--- config.mk ---
export PLATFORM = sky130hd
export DESIGN_NAME = sdl_regs
export DESIGN_NICKNAME = d
export VERILOG_FILES = /design/src/design/sdl_regs.v /design/src/design/sdl_lane_store.v /design/src/design/sdl_deemph_pick.v
export VERILOG_INCLUDE_DIRS = /design/src /design/src/design
export SDC_FILE = /design/constraint.sdc
export NUM_CORES = 1
export LEC_CHECK = 0
export BUFFER_PORTS_ARGS = -buffer_cell sky130_fd_sc_hd__buf_2
export CAP_MARGIN = 20
export CELL_PAD_IN_SITES_DETAIL_PLACEMENT = 1
export CELL_PAD_IN_SITES_GLOBAL_PLACEMENT = 1
export CORE_AREA = 2 2 186 325
export DETAILED_ROUTE_END_ITERATION = 16
export DIE_AREA = 0 0 188 327
export PLACE_DENSITY_LB_ADDON = 0.05
export SLEW_MARGIN = 20
export SYNTH_ARGS = -nofsm -noshare
export SYNTH_HDL_FRONTEND = slang
export SYNTH_SLANG_ARGS = --single-unit
--- constraint.sdc ---
create_clock -name clk -period 11.8 [get_ports clk]
set_input_delay 0.59 -clock clk [delete_from_list [all_inputs] [get_ports clk]]
set_output_delay 0.59 -clock clk [all_outputs]
set_load 0.1 [all_outputs]
--- src/design/sdl_defines.vh ---
// Constants for the SerDes lane control register bank: offsets, fields, resets.
// Included by every design file of the bank; holds definitions only.
`ifndef SDL_DEFINES_VH
`define SDL_DEFINES_VH

// Address map: SerDes x occupies a 32-byte window at x * 0x20
`define SDL_ADDR_W 8
`define SDL_SERDES_SHIFT 5
`define SDL_CTL_OFF 5'h00
`define SDL_TXL0_OFF 5'h04

// Control register fields
`define SDL_SEL_LSB 0
`define SDL_SEL_W 5
`define SDL_SLEEP_BIT 5
`define SDL_CTL_W 6
`define SDL_SEL_ALL 5'h10
`define SDL_SEL_MAX_LANE 5'h03
`define SDL_CTL_RESET 6'h10

// Transmitter lane control 0 fields
`define SDL_TXL0_W 6
`define SDL_G1_LSB 0
`define SDL_G2_35_LSB 2
`define SDL_G2_60_LSB 4
`define SDL_FDE_W 2
`define SDL_TXL0_RESET 6'h2E

// Structure
`define SDL_NUM_SERDES 8
`define SDL_NUM_LANES 4

`endif

--- src/design/sdl_regs.v ---
// APB register bank controlling eight SerDes quads: lane target, sleep, fine de-emphasis.
// Assumes one core clock; port status inputs come from logic on the same clock.
//
// Design decisions made here: the APB register port and the register offsets.
`timescale 1ns/1ps
`include "sdl_defines.vh"

// Notes on behaviour
// - Lane target codes 0..3 name one lane, 0x10 all lanes, rest reserved.
// - Single-lane target: a lane control write updates only that lane.
// - All-lanes target: a lane control write updates every lane together.
// - Lane control reads return the last value written under a valid target, whatever the target.
// - Lane target sits in control bits 4:0, read-write, resets to all lanes.
// - Sleep bit 5, reset zero, puts lanes in P2 and clock multiplier off.
// - Setting sleep sends each associated port's link training machine to Detect.
// - Clearing sleep powers up, initialises, and starts link training.
// - Sleep has no effect on a SerDes already powered down, e.g. disabled port.
// - Gen 1 fine de-emphasis, bits 1:0, reset 0x2, full swing 2.5 GT/s only.
// - Gen 2 fine de-emphasis bits 3:2, reset 0x3, used at -3.5dB level.
// - Gen 2 fine de-emphasis bits 5:4, reset 0x2, used at -6.0dB level.
// - All fine de-emphasis settings are ignored in low-swing mode.
// - Stored lane values survive software resets for every lane, targeted or not.
module sdl_regs #(
   parameter NS = `SDL_NUM_SERDES,
   parameter NL = `SDL_NUM_LANES
) (
   input wire clk,
   input wire rst,
   input wire psel,
   input wire penable,
   input wire pwrite,
   input wire [`SDL_ADDR_W-1:0] paddr,
   input wire [31:0] pwdata,
   output reg [31:0] prdata,
   output reg pready,
   output reg pslverr,
   input wire [NS-1:0] port_disabled,
   input wire [NS-1:0] gen2_rate,
   input wire [NS-1:0] deemph_level_choice,
   input wire [NS-1:0] low_swing,
   output reg [NS-1:0] lanes_in_p2,
   output reg [NS-1:0] clock_multiplier_unit_off,
   output reg [NS-1:0] ltssm_to_detect,
   output reg [NS-1:0] ltssm_start_training,
   output reg [NS*NL*`SDL_FDE_W-1:0] fine_deemph_out
);

   // Offset within a SerDes window matches a register
   function hit_off;
      input [`SDL_ADDR_W-1:0] addr;
      input [`SDL_SERDES_SHIFT-1:0] off;
      begin
         hit_off = (addr[`SDL_SERDES_SHIFT-1:0] == off);
      end
   endfunction

   // Lane target code is one the hardware defines
   function sel_valid;
      input [`SDL_SEL_W-1:0] sel;
      begin
         sel_valid = (sel <= `SDL_SEL_MAX_LANE) || (sel == `SDL_SEL_ALL);
      end
   endfunction

   reg [NS*`SDL_SEL_W-1:0] lane_target_select_reg;
   reg [NS-1:0] serdes_sleep_reg;
   wire [NS*`SDL_TXL0_W-1:0] shadow;
   wire [NS*NL*`SDL_TXL0_W-1:0] lane_vals;
   wire [NS*NL*`SDL_FDE_W-1:0] fine_deemph_next;
   wire [2:0] idx;
   wire setup;
   wire access;
   wire wr;
   wire hit_ctl;
   wire hit_txl0;
   wire [NS-1:0] txl0_wr;
   reg [31:0] prdata_next;
   reg pslverr_next;
   integer k;

   assign idx = paddr[`SDL_ADDR_W-1:`SDL_SERDES_SHIFT];
   assign setup = psel & ~penable;
   assign access = psel & penable & pready;
   assign wr = access & pwrite;
   assign hit_ctl = hit_off(paddr, `SDL_CTL_OFF);
   assign hit_txl0 = hit_off(paddr, `SDL_TXL0_OFF);

   // One register set per SerDes
   genvar g;
   generate
      for (g = 0; g < NS; g = g + 1) begin : gen_serdes
         // Reserved target codes drop the write rather than corrupt lanes
         assign txl0_wr[g] = wr & hit_txl0 & (idx == g) &
            sel_valid(lane_target_select_reg[g*`SDL_SEL_W +: `SDL_SEL_W]);

         sdl_lane_store #(
            .LANES(NL)
         ) u_store (
            .clk(clk),
            .rst(rst),
            .wr_en(txl0_wr[g]),
            .wdata(pwdata[`SDL_TXL0_W-1:0]),
            .lane_target_select(lane_target_select_reg[g*`SDL_SEL_W +: `SDL_SEL_W]),
            .shadow_reg(shadow[g*`SDL_TXL0_W +: `SDL_TXL0_W]),
            .lane_reg(lane_vals[g*NL*`SDL_TXL0_W +: NL*`SDL_TXL0_W])
         );

         sdl_deemph_pick #(
            .LANES(NL)
         ) u_pick (
            .lane_vals(lane_vals[g*NL*`SDL_TXL0_W +: NL*`SDL_TXL0_W]),
            .gen2_rate(gen2_rate[g]),
            .deemph_level_choice(deemph_level_choice[g]),
            .low_swing(low_swing[g]),
            .fine_deemph(fine_deemph_next[g*NL*`SDL_FDE_W +: NL*`SDL_FDE_W])
         );
      end
   endgenerate

   // Zero-wait answer: pready rises in the access cycle after every setup
   always @(posedge clk or posedge rst) begin
      if (rst) begin
         pready <= 1'b0;
      end else begin
         pready <= setup;
      end
   end

   // Read data and error are prepared during setup so they stand with pready
   always @* begin
      prdata_next = 32'h0000_0000;
      pslverr_next = 1'b0;
      if (hit_ctl) begin
         prdata_next[`SDL_SEL_LSB +: `SDL_SEL_W] = lane_target_select_reg[idx*`SDL_SEL_W +: `SDL_SEL_W];
         prdata_next[`SDL_SLEEP_BIT] = serdes_sleep_reg[idx];
      end else if (hit_txl0) begin
         prdata_next[`SDL_TXL0_W-1:0] = shadow[idx*`SDL_TXL0_W +: `SDL_TXL0_W];
      end else begin
         pslverr_next = 1'b1;
      end
      if (pwrite) begin
         prdata_next = 32'h0000_0000;
      end
   end

   always @(posedge clk or posedge rst) begin
      if (rst) begin
         prdata <= 32'h0000_0000;
         pslverr <= 1'b0;
      end else if (setup) begin
         prdata <= prdata_next;
         pslverr <= pslverr_next;
      end else begin
         prdata <= 32'h0000_0000;
         pslverr <= 1'b0;
      end
   end

   // Control registers; only the hard reset clears them
   always @(posedge clk or posedge rst) begin
      if (rst) begin
         lane_target_select_reg <= {NS{`SDL_SEL_ALL}};
         serdes_sleep_reg <= {NS{1'b0}};
      end else if (wr & hit_ctl) begin
         lane_target_select_reg[idx*`SDL_SEL_W +: `SDL_SEL_W] <= pwdata[`SDL_SEL_LSB +: `SDL_SEL_W];
         serdes_sleep_reg[idx] <= pwdata[`SDL_SLEEP_BIT];
      end
   end

   // Power state and link training events, suppressed for a SerDes already down
   always @(posedge clk or posedge rst) begin
      if (rst) begin
         lanes_in_p2 <= {NS{1'b0}};
         clock_multiplier_unit_off <= {NS{1'b0}};
         ltssm_to_detect <= {NS{1'b0}};
         ltssm_start_training <= {NS{1'b0}};
      end else begin
         for (k = 0; k < NS; k = k + 1) begin
            lanes_in_p2[k] <= serdes_sleep_reg[k] | port_disabled[k];
            clock_multiplier_unit_off[k] <= serdes_sleep_reg[k] | port_disabled[k];
            ltssm_to_detect[k] <= wr & hit_ctl & (idx == k) & pwdata[`SDL_SLEEP_BIT] &
               ~serdes_sleep_reg[k] & ~port_disabled[k];
            ltssm_start_training[k] <= wr & hit_ctl & (idx == k) & ~pwdata[`SDL_SLEEP_BIT] &
               serdes_sleep_reg[k] & ~port_disabled[k];
         end
      end
   end

   // Registered lane de-emphasis so every output leaves a flip-flop
   always @(posedge clk or posedge rst) begin
      if (rst) begin
         fine_deemph_out <= {NS*NL*`SDL_FDE_W{1'b0}};
      end else begin
         fine_deemph_out <= fine_deemph_next;
      end
   end

endmodule

--- src/design/sdl_lane_store.v ---
// Per-lane transmitter storage for one SerDes, with lane-target write steering.
// Assumes writes arrive as one-cycle strobes from the register bank on clk.
`timescale 1ns/1ps
`include "sdl_defines.vh"

module sdl_lane_store #(
   parameter LANES = `SDL_NUM_LANES
) (
   input wire clk,
   input wire rst,
   input wire wr_en,
   input wire [`SDL_TXL0_W-1:0] wdata,
   input wire [`SDL_SEL_W-1:0] lane_target_select,
   output reg [`SDL_TXL0_W-1:0] shadow_reg,
   output reg [LANES*`SDL_TXL0_W-1:0] lane_reg
);

   integer i;

   // Shadow keeps the last written value for reads
   always @(posedge clk or posedge rst) begin
      if (rst) begin
         shadow_reg <= `SDL_TXL0_RESET;
      end else if (wr_en) begin
         shadow_reg <= wdata;
      end
   end

   // Only hard reset clears lanes, so untargeted lanes keep their settings
   always @(posedge clk or posedge rst) begin
      if (rst) begin
         lane_reg <= {LANES{`SDL_TXL0_RESET}};
      end else if (wr_en) begin
         for (i = 0; i < LANES; i = i + 1) begin
            if (lane_target_select == `SDL_SEL_ALL) begin
               lane_reg[i*`SDL_TXL0_W +: `SDL_TXL0_W] <= wdata;
            end else if (lane_target_select == i[`SDL_SEL_W-1:0]) begin
               lane_reg[i*`SDL_TXL0_W +: `SDL_TXL0_W] <= wdata;
            end
         end
      end
   end

endmodule

--- src/design/sdl_deemph_pick.v ---
// Chooses the active fine de-emphasis value for each lane of one SerDes.
// Assumes rate, level choice and swing mode come from port logic on clk.
`timescale 1ns/1ps
`include "sdl_defines.vh"

module sdl_deemph_pick #(
   parameter LANES = `SDL_NUM_LANES
) (
   input wire [LANES*`SDL_TXL0_W-1:0] lane_vals,
   input wire gen2_rate,
   input wire deemph_level_choice,
   input wire low_swing,
   output reg [LANES*`SDL_FDE_W-1:0] fine_deemph
);

   integer i;

   // Low swing turns de-emphasis off, so every setting is ignored there
   always @* begin
      fine_deemph = {LANES*`SDL_FDE_W{1'b0}};
      for (i = 0; i < LANES; i = i + 1) begin
         if (low_swing) begin
            fine_deemph[i*`SDL_FDE_W +: `SDL_FDE_W] = 2'h0;
         end else if (!gen2_rate) begin
            fine_deemph[i*`SDL_FDE_W +: `SDL_FDE_W] =
               lane_vals[i*`SDL_TXL0_W+`SDL_G1_LSB +: `SDL_FDE_W];
         end else if (deemph_level_choice) begin
            fine_deemph[i*`SDL_FDE_W +: `SDL_FDE_W] =
               lane_vals[i*`SDL_TXL0_W+`SDL_G2_60_LSB +: `SDL_FDE_W];
         end else begin
            fine_deemph[i*`SDL_FDE_W +: `SDL_FDE_W] =
               lane_vals[i*`SDL_TXL0_W+`SDL_G2_35_LSB +: `SDL_FDE_W];
         end
      end
   end

endmodule

; Word-level counts from Yosys, hierarchy flattened
; Cells that the tools add are included.
[op_classes]
addsub = 1
n_mul = 2
magnitude_cmp = 10
eq_ne = 40
shifts = 4
mux = 173
n_bitwise = 104
n_reduce_logical = 83
[ops]
columns = op, count
row1 = $mux 6, 68
row2 = $mux 2, 96
row3 = $eq 5x2->1 const B, 16
row4 = $and 1x1->1, 78
row5 = $reduce_and 2->1, 32
row6 = $reduce_bool 2->1, 32
row7 = $shiftx 48x7->6, 1
row8 = $logic_not 5->1, 9
row9 = $bwmux 40, 1
row10 = $eq 5x1->1 const B, 8
row11 = $eq 5x5->1 const B, 8
row12 = $le 5x2->1 const B, 8
row13 = $shift 5x34->40 const A, 1
row14 = $shiftx 40x7->5, 1
row15 = $shiftx 5x34->40, 1
row16 = $neg 6->34, 1
row17 = $not 1->1, 18
row18 = $eq 3x3->1 const B, 4
row19 = $bwmux 8, 1
row20 = $logic_or 1x1->1, 8
row21 = $or 1x1->1, 8
row22 = $eq 3x2->1 const B, 2
row23 = $mul 3x3->6 const B, 1
row24 = $eq 5x3->1 const B, 1
row25 = 9 further kinds, 13
[word_totals]
ff_bits = 410
inputBits = 77
output_inout_bits = 130
wordCells = 466

; Depth between registers and ports, before layout
; Gate-level depths: netlist of run 1.
[logic_depth]
word_depth = 8
mapped_depth = 11

; By module
; A second synthesis of run 1 with hierarchy kept.
[hier_totals]
hier_cells = 1309
hier_area_um2 = 18041.1
[modules_own_cells]
columns = module, n_inst, cells_per_inst, area_per_inst_um2, seq_area_each_um2
row1 = sdl_lane_store, 8, 74, 1296.2, 775.7
row2 = sdl_regs, 1, 493, 5999.5, 3613.5
row3 = sdl_deemph_pick, 8, 28, 209.0, 0.0

; Worst setup path after synthesis of run 1
; No wires, ideal clock.
[synth_timing]
path_type = input to register
startpoint = input paddr[5]
endpoint = register gen_serdes[0].u_store.lane_reg[6]
setup_time_ps = 128
arrival_ps = 3059
required_time_ps = 11672
slack_ps = 8614
cell_stages = 11
n_path_buf = 4
path_cell_list = buf_2 -> buf_4 -> buf_2 -> inv_1 -> ha_1 -> ha_1 -> nor3b_1 -> nand4_1 -> or3_1 -> clkbuf_1 -> mux2_1
[synth_between]
elab_chain_cells = 4
[synth_lines]
columns = item, line_no
row1 = "start, declared", sdl_regs.v:32  ; input wire [`SDL_ADDR_W-1:0] paddr,
row2 = $logic_not 3->1, sdl_regs.v:93  ; assign txl0_wr[g] = wr & hit_txl0 & (idx == g) &
row3 = $and 1x1->1 (2 in series), sdl_regs.v:93
row4 = $reduce_and 2->1 (no line), -
row5 = "end signal, assigned", sdl_lane_store.v:32  ; lane_reg <= {LANES{`SDL_TXL0_RESET}};
row6 = "end signal, assigned by index", sdl_lane_store.v:36  ; lane_reg[i*`SDL_TXL0_W +: `SDL_TXL0_W] <= wdata;
row7 = "end signal, assigned by index", sdl_lane_store.v:38  ; lane_reg[i*`SDL_TXL0_W +: `SDL_TXL0_W] <= wdata;
row8 = "end, declared", sdl_lane_store.v:15  ; output reg [LANES*`SDL_TXL0_W-1:0] lane_reg
; No other way between the ends.
; A chain may end at the register's enable or synchronous reset.

; Worst setup path after layout of run 1
[layout_timing]
startpoint = input paddr[6]
endpoint = register gen_serdes[0].u_store.lane_reg[18]
; Same word-level chain as after synthesis.

==> results.ini, run 1 <==
[run_status]
status=complete, no violations

[detailed_routing]
top_layer_used=met4
route.met2.wl_um=25900
routed-wl-met3_um=1540
wl_met1_um=20100
routedWlPerCell_um=22.4
first_iter_violations=385
drc_errors=0
routed_wl_um=48700
antenna_left=0
viasPerCell=4.77
dr.pass1.iters=4
vias=10400

[clock_network]
cts_tree=yes
cts-root-buf=clkbuf_16
clock_sinks=384
hold_buffers=0
cts.path.max_buffers=3
cts_setup_buffers=0
clkLatencyLatePin_ns=0.57
numCtsBuffers=41
ctsResizeCount=0
clkTransAtPathRegs_ns=0.06
h-tree-depth=2

[timing]
hold_violations=0
fin_crit_sh_pct=28.4
setup_violations=0
slew_headroom_pct=34.5
whs_ns=0.128
slew_violations=0
setup-tns-final_ns=0
rsz0062_at_grt=false
finClkSkew_ns=0.0227
period_needed_ns=3.35
worst_pin_slew_ns=0.979
max_freq_mhz=299

[setup_path]
critPathMaxFanout=30
slowest_stage=nor3b_1
cpPeakStageDelay_ns=0.62
r2r_cells=4
crit_arrival_ns=3.80
required_ns=12.25
cp-endpoint=gen_serdes[0].u_store.lane_reg[18]$_DFFE_PP0P_
end_kind=register
start_kind=input port
worstPathCellList=buf_2 > inv_1 > ha_1 > ha_1 > nor3b_1 > nand4_1 > a21oi_1 > mux2_2
rr_startpoint=pready$_DFF_PP0_
crit_top_cell=ha_1
crit_type=input port to register
critPathLaunch=paddr[6]
path_depth=8
critical_path_buf_inv_count=2
crit_family=simple AND/OR/NAND/NOR gates
r2r_end=gen_serdes[7].u_store.shadow_reg[0]$_DFFE_PP0P_
reg2reg_slack_ns=8.86

[yosys]
yosysWarnings=0
synth_area_leader_cell=dfrtp_1
syn_inst=1261
ys_seq_area_share_pct=56.0
yosys.area.top_type_share_pct=30.8
syn_area_per_cell_um2=13.9
syn_area_mm2=0.0175
synthTopCellsByArea=dfrtp_1 31%, dfstp_2 25%, mux2_2 17%, mux2i_1 3.8%, mux4_2 3.1%
synth-seq-cells=384
yosysUniqueCellTypes=53

[min_path]
min_path_type=input port to asynchronous set/reset pin

[die]
initial_core_util_pct=29.8
die_y_um=327
die_w_um=188
core_mm2=0.0589
dieArea_mm2=0.0615
fp-row-count=118
io_pins=207

[layout]
area.growth.synth_to_final_pct=14.6
n_antenna_cell=0
fillers=6152
nets=1443
layout_common_cells=265 x mux2_2, 216 x dfrtp_1, 168 x dfstp_2
drive_above_1_share_pct=53.6
largest_reg_flops=192
final_common_cell=mux2_2

[placement]
numPortBuffers=154
place_hpwl_um=30800
gp_congestion=0.723

[global_route]
antenna_found_initial=0
grt_first_pass_wirelength_um=75000
grt_pass1_vias=11500
grt_max_degree=159
grt-ovfl-total=0
grt_use_total_pct=16.1

[power]
p_leak_nw=9.09
vdd_drop_max_v=0.000107
p_per_area_mw_per_mm2=144
power.total_mw=2.89

[job]
maxCapViolCount=0

Yosys cell counts, drive strengths merged:
cell type / number
mux2: 292
dfrtp: 216
dfstp: 168
nor2: 80
buf: 71
clkbuf: 67
mux2i: 66
a211oi: 64
mux4: 24
nand3: 23
nand2: 22
xnor2: 16
o21ai: 13
and2: 12
and3: 12
nand4: 12
or3: 12
nor3: 9
nor4: 9
nor4b: 9
a21oi: 8
or2: 8
ha: 7
inv: 7
nand3b: 7
and4b: 4
nor3b: 4
and4: 3
o211a: 3
and3b: 2
and4bb: 2
nand2b: 2
a31oi: 1
conb: 1
nor2b: 1
nor4bb: 1
o22ai: 1
o311a: 1
or4: 1
power by group:
group          switching [mW]  total (mW)  internal [mW]
logic                   0.228       0.267         0.0394
clock network           0.550        1.29          0.735
registers             0.00461        1.34           1.33
total                   0.782        2.89           2.11
cell families (layout without fill, tap and decap cells):
group,Yosys count,after routing,share of synthesized area [%]
AO/OA/AOI/OAI,91,91,3.64
AND/OR/NAND/NOR,235,235,8.65
XOR/XNOR,16,16,0.800
other,1,26,0.0214
buffers and inverters,145,251,4.23
flip-flops,384,384,56.0
multiplexers,382,382,26.1
adder cells (fa/ha/maj),7,7,0.500
routing by layer:
metal  up-vias  track usage [%]
li1       4659                -
met1      5452             19.5
met2       190             29.6
met3        60             2.09
met4         0             4.78
met5         -                0
area by class of cell:
cell class	count	area (um2)	share of cell area, %
Clock buffer	70	1280	6.36
Timing Repair Buffer	168	888	4.42
Clock inverter	6	33.8	0.168
Tap cell	780	976	4.86
Multi-Input combinational cell	757	7060	35.1
Sequential cell	384	9820	48.9
Inverter	7	33.8	0.168
per-stage QoR:
stage / util [%] / std cells / setup WS (ns) / area, um2
after floorplan: - / 1286 / 0.817 / 17600
after global placement: 31.9 / 2096 / 7.76 / 18800
after detailed placement: 31.9 / 2096 / 7.72 / 18800
after CTS: 34.1 / 2172 / 8.33 / 20100
after global routing: 34.1 / 2172 / 8.20 / 20100
final: 34.1 / 2172 / 8.45 / 20100
worst min-delay path by stage:
stage	start	to	slack [ns]	depth (start not counted)
global route	port_disabled[2]	ltssm_start_training[2]$_DFF_PP0_	0.18	2
detailed placement	gen_serdes[5].u_store.shadow_reg[4]$_DFFE_PP0P_	gen_serdes[5].u_store.shadow_reg[4]$_DFFE_PP0P_	0.49	1
global placement	gen_serdes[0].u_store.lane_reg[6]$_DFFE_PP0P_	gen_serdes[0].u_store.lane_reg[6]$_DFFE_PP0P_	0.47	1
finish	rst	gen_serdes[2].u_store.lane_reg[18]$_DFFE_PP0P_	0.13	2
floorplan	serdes_sleep_reg[6]$_DFFE_PP0P_	ltssm_to_detect[6]$_DFF_PP0_	0.45	1
CTS	rst	lane_target_select_reg[22]$_DFFE_PP0P_	0.17	2
(Power assumes the default switching activity.)
==> run 2, diff against run 1 <==
ABC_AREA = 1   (was unset)
CORE_AREA = 2 2 190 332   (was 2 2 186 325)
DIE_AREA = 0 0 192 334   (was 0 0 188 327)
clock period = 2.9 ns   (was 11.8 ns; I/O delays follow)
==> run 2 against run 1 <==
Clock-buffer cell count down 5; cell area up 5.2%; non-clock buffer count up 40; area after synthesis up 4.1%; largest power group unchanged.
==> results.ini, run 2 <==
[run_status]
status=complete, no violations

[yosys]
syn_area_mm2=0.0182
synth_area_leader_cell=dfrtp_1
yosysWarnings=0
synth.most_common_cell=nand2_1
synth-seq-cells=384
syn_inst=2209
synth_edf_count=0
async_reset_ff_share_pct=100
yosysUniqueCellTypes=29
synthTopCellsByCount=758 x nand2_1, 289 x nand3_1, 216 x dfrtp_1
ys.flop_type=dfrtp_1
yosys.area.top_type_share_pct=29.6
ys_seq_area_share_pct=53.8
synthTopCellsByArea=dfrtp_1 30%, dfstp_2 24%, nand2_1 16%, nand3_1 7.9%, inv_1 3.5%
syn_area_per_cell_um2=8.26

[global_route]
antenna_found_initial=0
grt_max_degree=108
grt_pass1_vias=16200
grt_use_total_pct=20.3
grt-ovfl-total=0
grt_first_pass_wirelength_um=99200

[clock_network]
numCtsBuffers=41
ctsResizeCount=0
h-tree-depth=2
clkLatencyLatePin_ns=0.55
clock_sinks=384
clkTransAtPathRegs_ns=0.06
cts_tree=yes
cts_setup_buffers=0
hold_buffers=12
cts.path.max_buffers=3
cts-root-buf=clkbuf_16

[timing]
slew_headroom_pct=55.1
setup_violations=0
period_needed_ns=2.14
slew_violations=0
setup-tns-final_ns=0
rsz0062_at_grt=false
fin_crit_sh_pct=73.9
hold_violations=0
finClkSkew_ns=0.00755
max_freq_mhz=466
whs_ns=0.0279
worst_pin_slew_ns=0.669

[setup_path]
r2r_cells=7
start_kind=register
crit_arrival_ns=2.60
required_ns=3.36
end_kind=register
critPathMaxFanout=37
crit_type=register to register

[die]
dieArea_mm2=0.0641
die_y_um=334
fp-row-count=121
core_mm2=0.0618
initial_core_util_pct=29.5
die_w_um=192
io_pins=207

[detailed_routing]
routedWlPerCell_um=20.0
viasPerCell=4.83
first_iter_violations=797
vias=15300
routed_wl_um=63400
drc_errors=0
dr.pass1.iters=5
antenna_left=0

[power]
p_leak_nw=10.4
clkPwrFrac_pct=43.7
p_sw_share_pct=28.0
pwr-share-comb_pct=10.8
p_per_area_mw_per_mm2=566
power_switching_mw=3.35
vdd_drop_max_v=0.000351
seqPwrFrac_pct=45.5
p_int_mw=8.61

[layout]
drive_above_1_share_pct=20.7
final_common_cell=nand2_1
post-route-util_pct=34.2
stdcell_count=3171
layout_common_cells=758 x nand2_1, 289 x nand3_1, 216 x dfrtp_1
largest_reg_flops=192
area.growth.synth_to_final_pct=15.9
nets=2425
design_area_mm2=0.0211

[placement]
gp_congestion=0.807
place_hpwl_um=43400
placed_cell_area_mm2=0.0197
numPortBuffers=154
placedCellCount=3085

[min_path]
hold_path_depth=4
min_path_type=input port to register

[job]
maxCapViolCount=0

[run 2: cell types whose count changed after synthesis, sizes merged, moves of 64 or more]
cell and change:
nand2 +743, mux2 -292, nand3 +274, inv +171
o21ai +115, o211ai +75, mux2i -66, a211oi -64
[run 2: worst paths after layout]
path	start	endpoint	slack [ns]
max reg2reg	pready$_DFF_PP0_	gen_serdes[3].u_store.shadow_reg[3]$_DFFE_PP1P_	0.76
max in group asynchronous	rst	ltssm_to_detect[1]$_DFF_PP0_	1.73
min	low_swing[7]	fine_deemph_out[58]$_DFF_PP0_	0.03
max	pready$_DFF_PP0_	gen_serdes[3].u_store.shadow_reg[3]$_DFFE_PP1P_	0.76
min in group asynchronous	rst	gen_serdes[6].u_store.lane_reg[18]$_DFFE_PP0P_	0.15
min reg2reg	gen_serdes[7].u_store.lane_reg[15]$_DFFE_PP1P_	gen_serdes[7].u_store.lane_reg[15]$_DFFE_PP1P_	0.46
[run 2: worst max-delay path: stages, from the launching register on]
cell and delay, ns:
dfrtp_1 0.34, nand2_1 0.09, nor2_4 0.30, inv_2 0.12, nor2_4 0.14, buf_12 0.27
nand3_1 0.43, o21ai_0 0.33
[run 2: metal layers]
metal	vias to the layer above	wire [um]	GRT usage, %
met2	242	33500	37.0
li1	7364	-	-
met3	79	1760	1.90
met5	-	0	0
met4	0	1630	6.01
met1	7642	26500	25.0
[run 2: metrics by stage]
stage | worst slack [ns] | total power, mW
finish | 0.756 | 12.0
global route | 0.541 | 12.5
CTS | 0.728 | 12.2
detailed placement | 0.695 | 6.84
global placement | 0.742 | 6.83
floorplan | -2.27 | 6.48
[run 2: area by class of cell]
cell class | instances | area (um2)
Fill cell | 7411 | 40600
Sequential cell | 384 | 9820
Multi-Input combinational cell | 1524 | 7080
Timing Repair Buffer | 208 | 1260
Clock buffer | 65 | 1200
Tap cell | 799 | 1000
Inverter | 182 | 687
Clock inverter | 8 | 90.1
Antenna cell | 1 | 2.50
[run 2: kinds of logic after synthesis]
| family | share of synthesized area [%] |
|---|---|
| AO/OA/AOI/OAI | 6.68 |
| adder cells (fa/ha/maj) | 0.480 |
| buffers and inverters | 7.88 |
| flip-flops | 53.8 |
| other | 0.0206 |
| AND/OR/NAND/NOR | 31.1 |
[run 2: power by group through the flow]
stage | combinational, mW | sequential (mW) | clock [mW]
2_1_floorplan | 0.622 | 5.86 | 0
3_3_place_gp | 1.30 | 5.53 | 0
3_5_place_dp | 1.31 | 5.53 | 0
4_1_cts | 1.32 | 5.44 | 5.46
5_1_grt | 1.38 | 5.44 | 5.63
6_report | 1.29 | 5.44 | 5.23
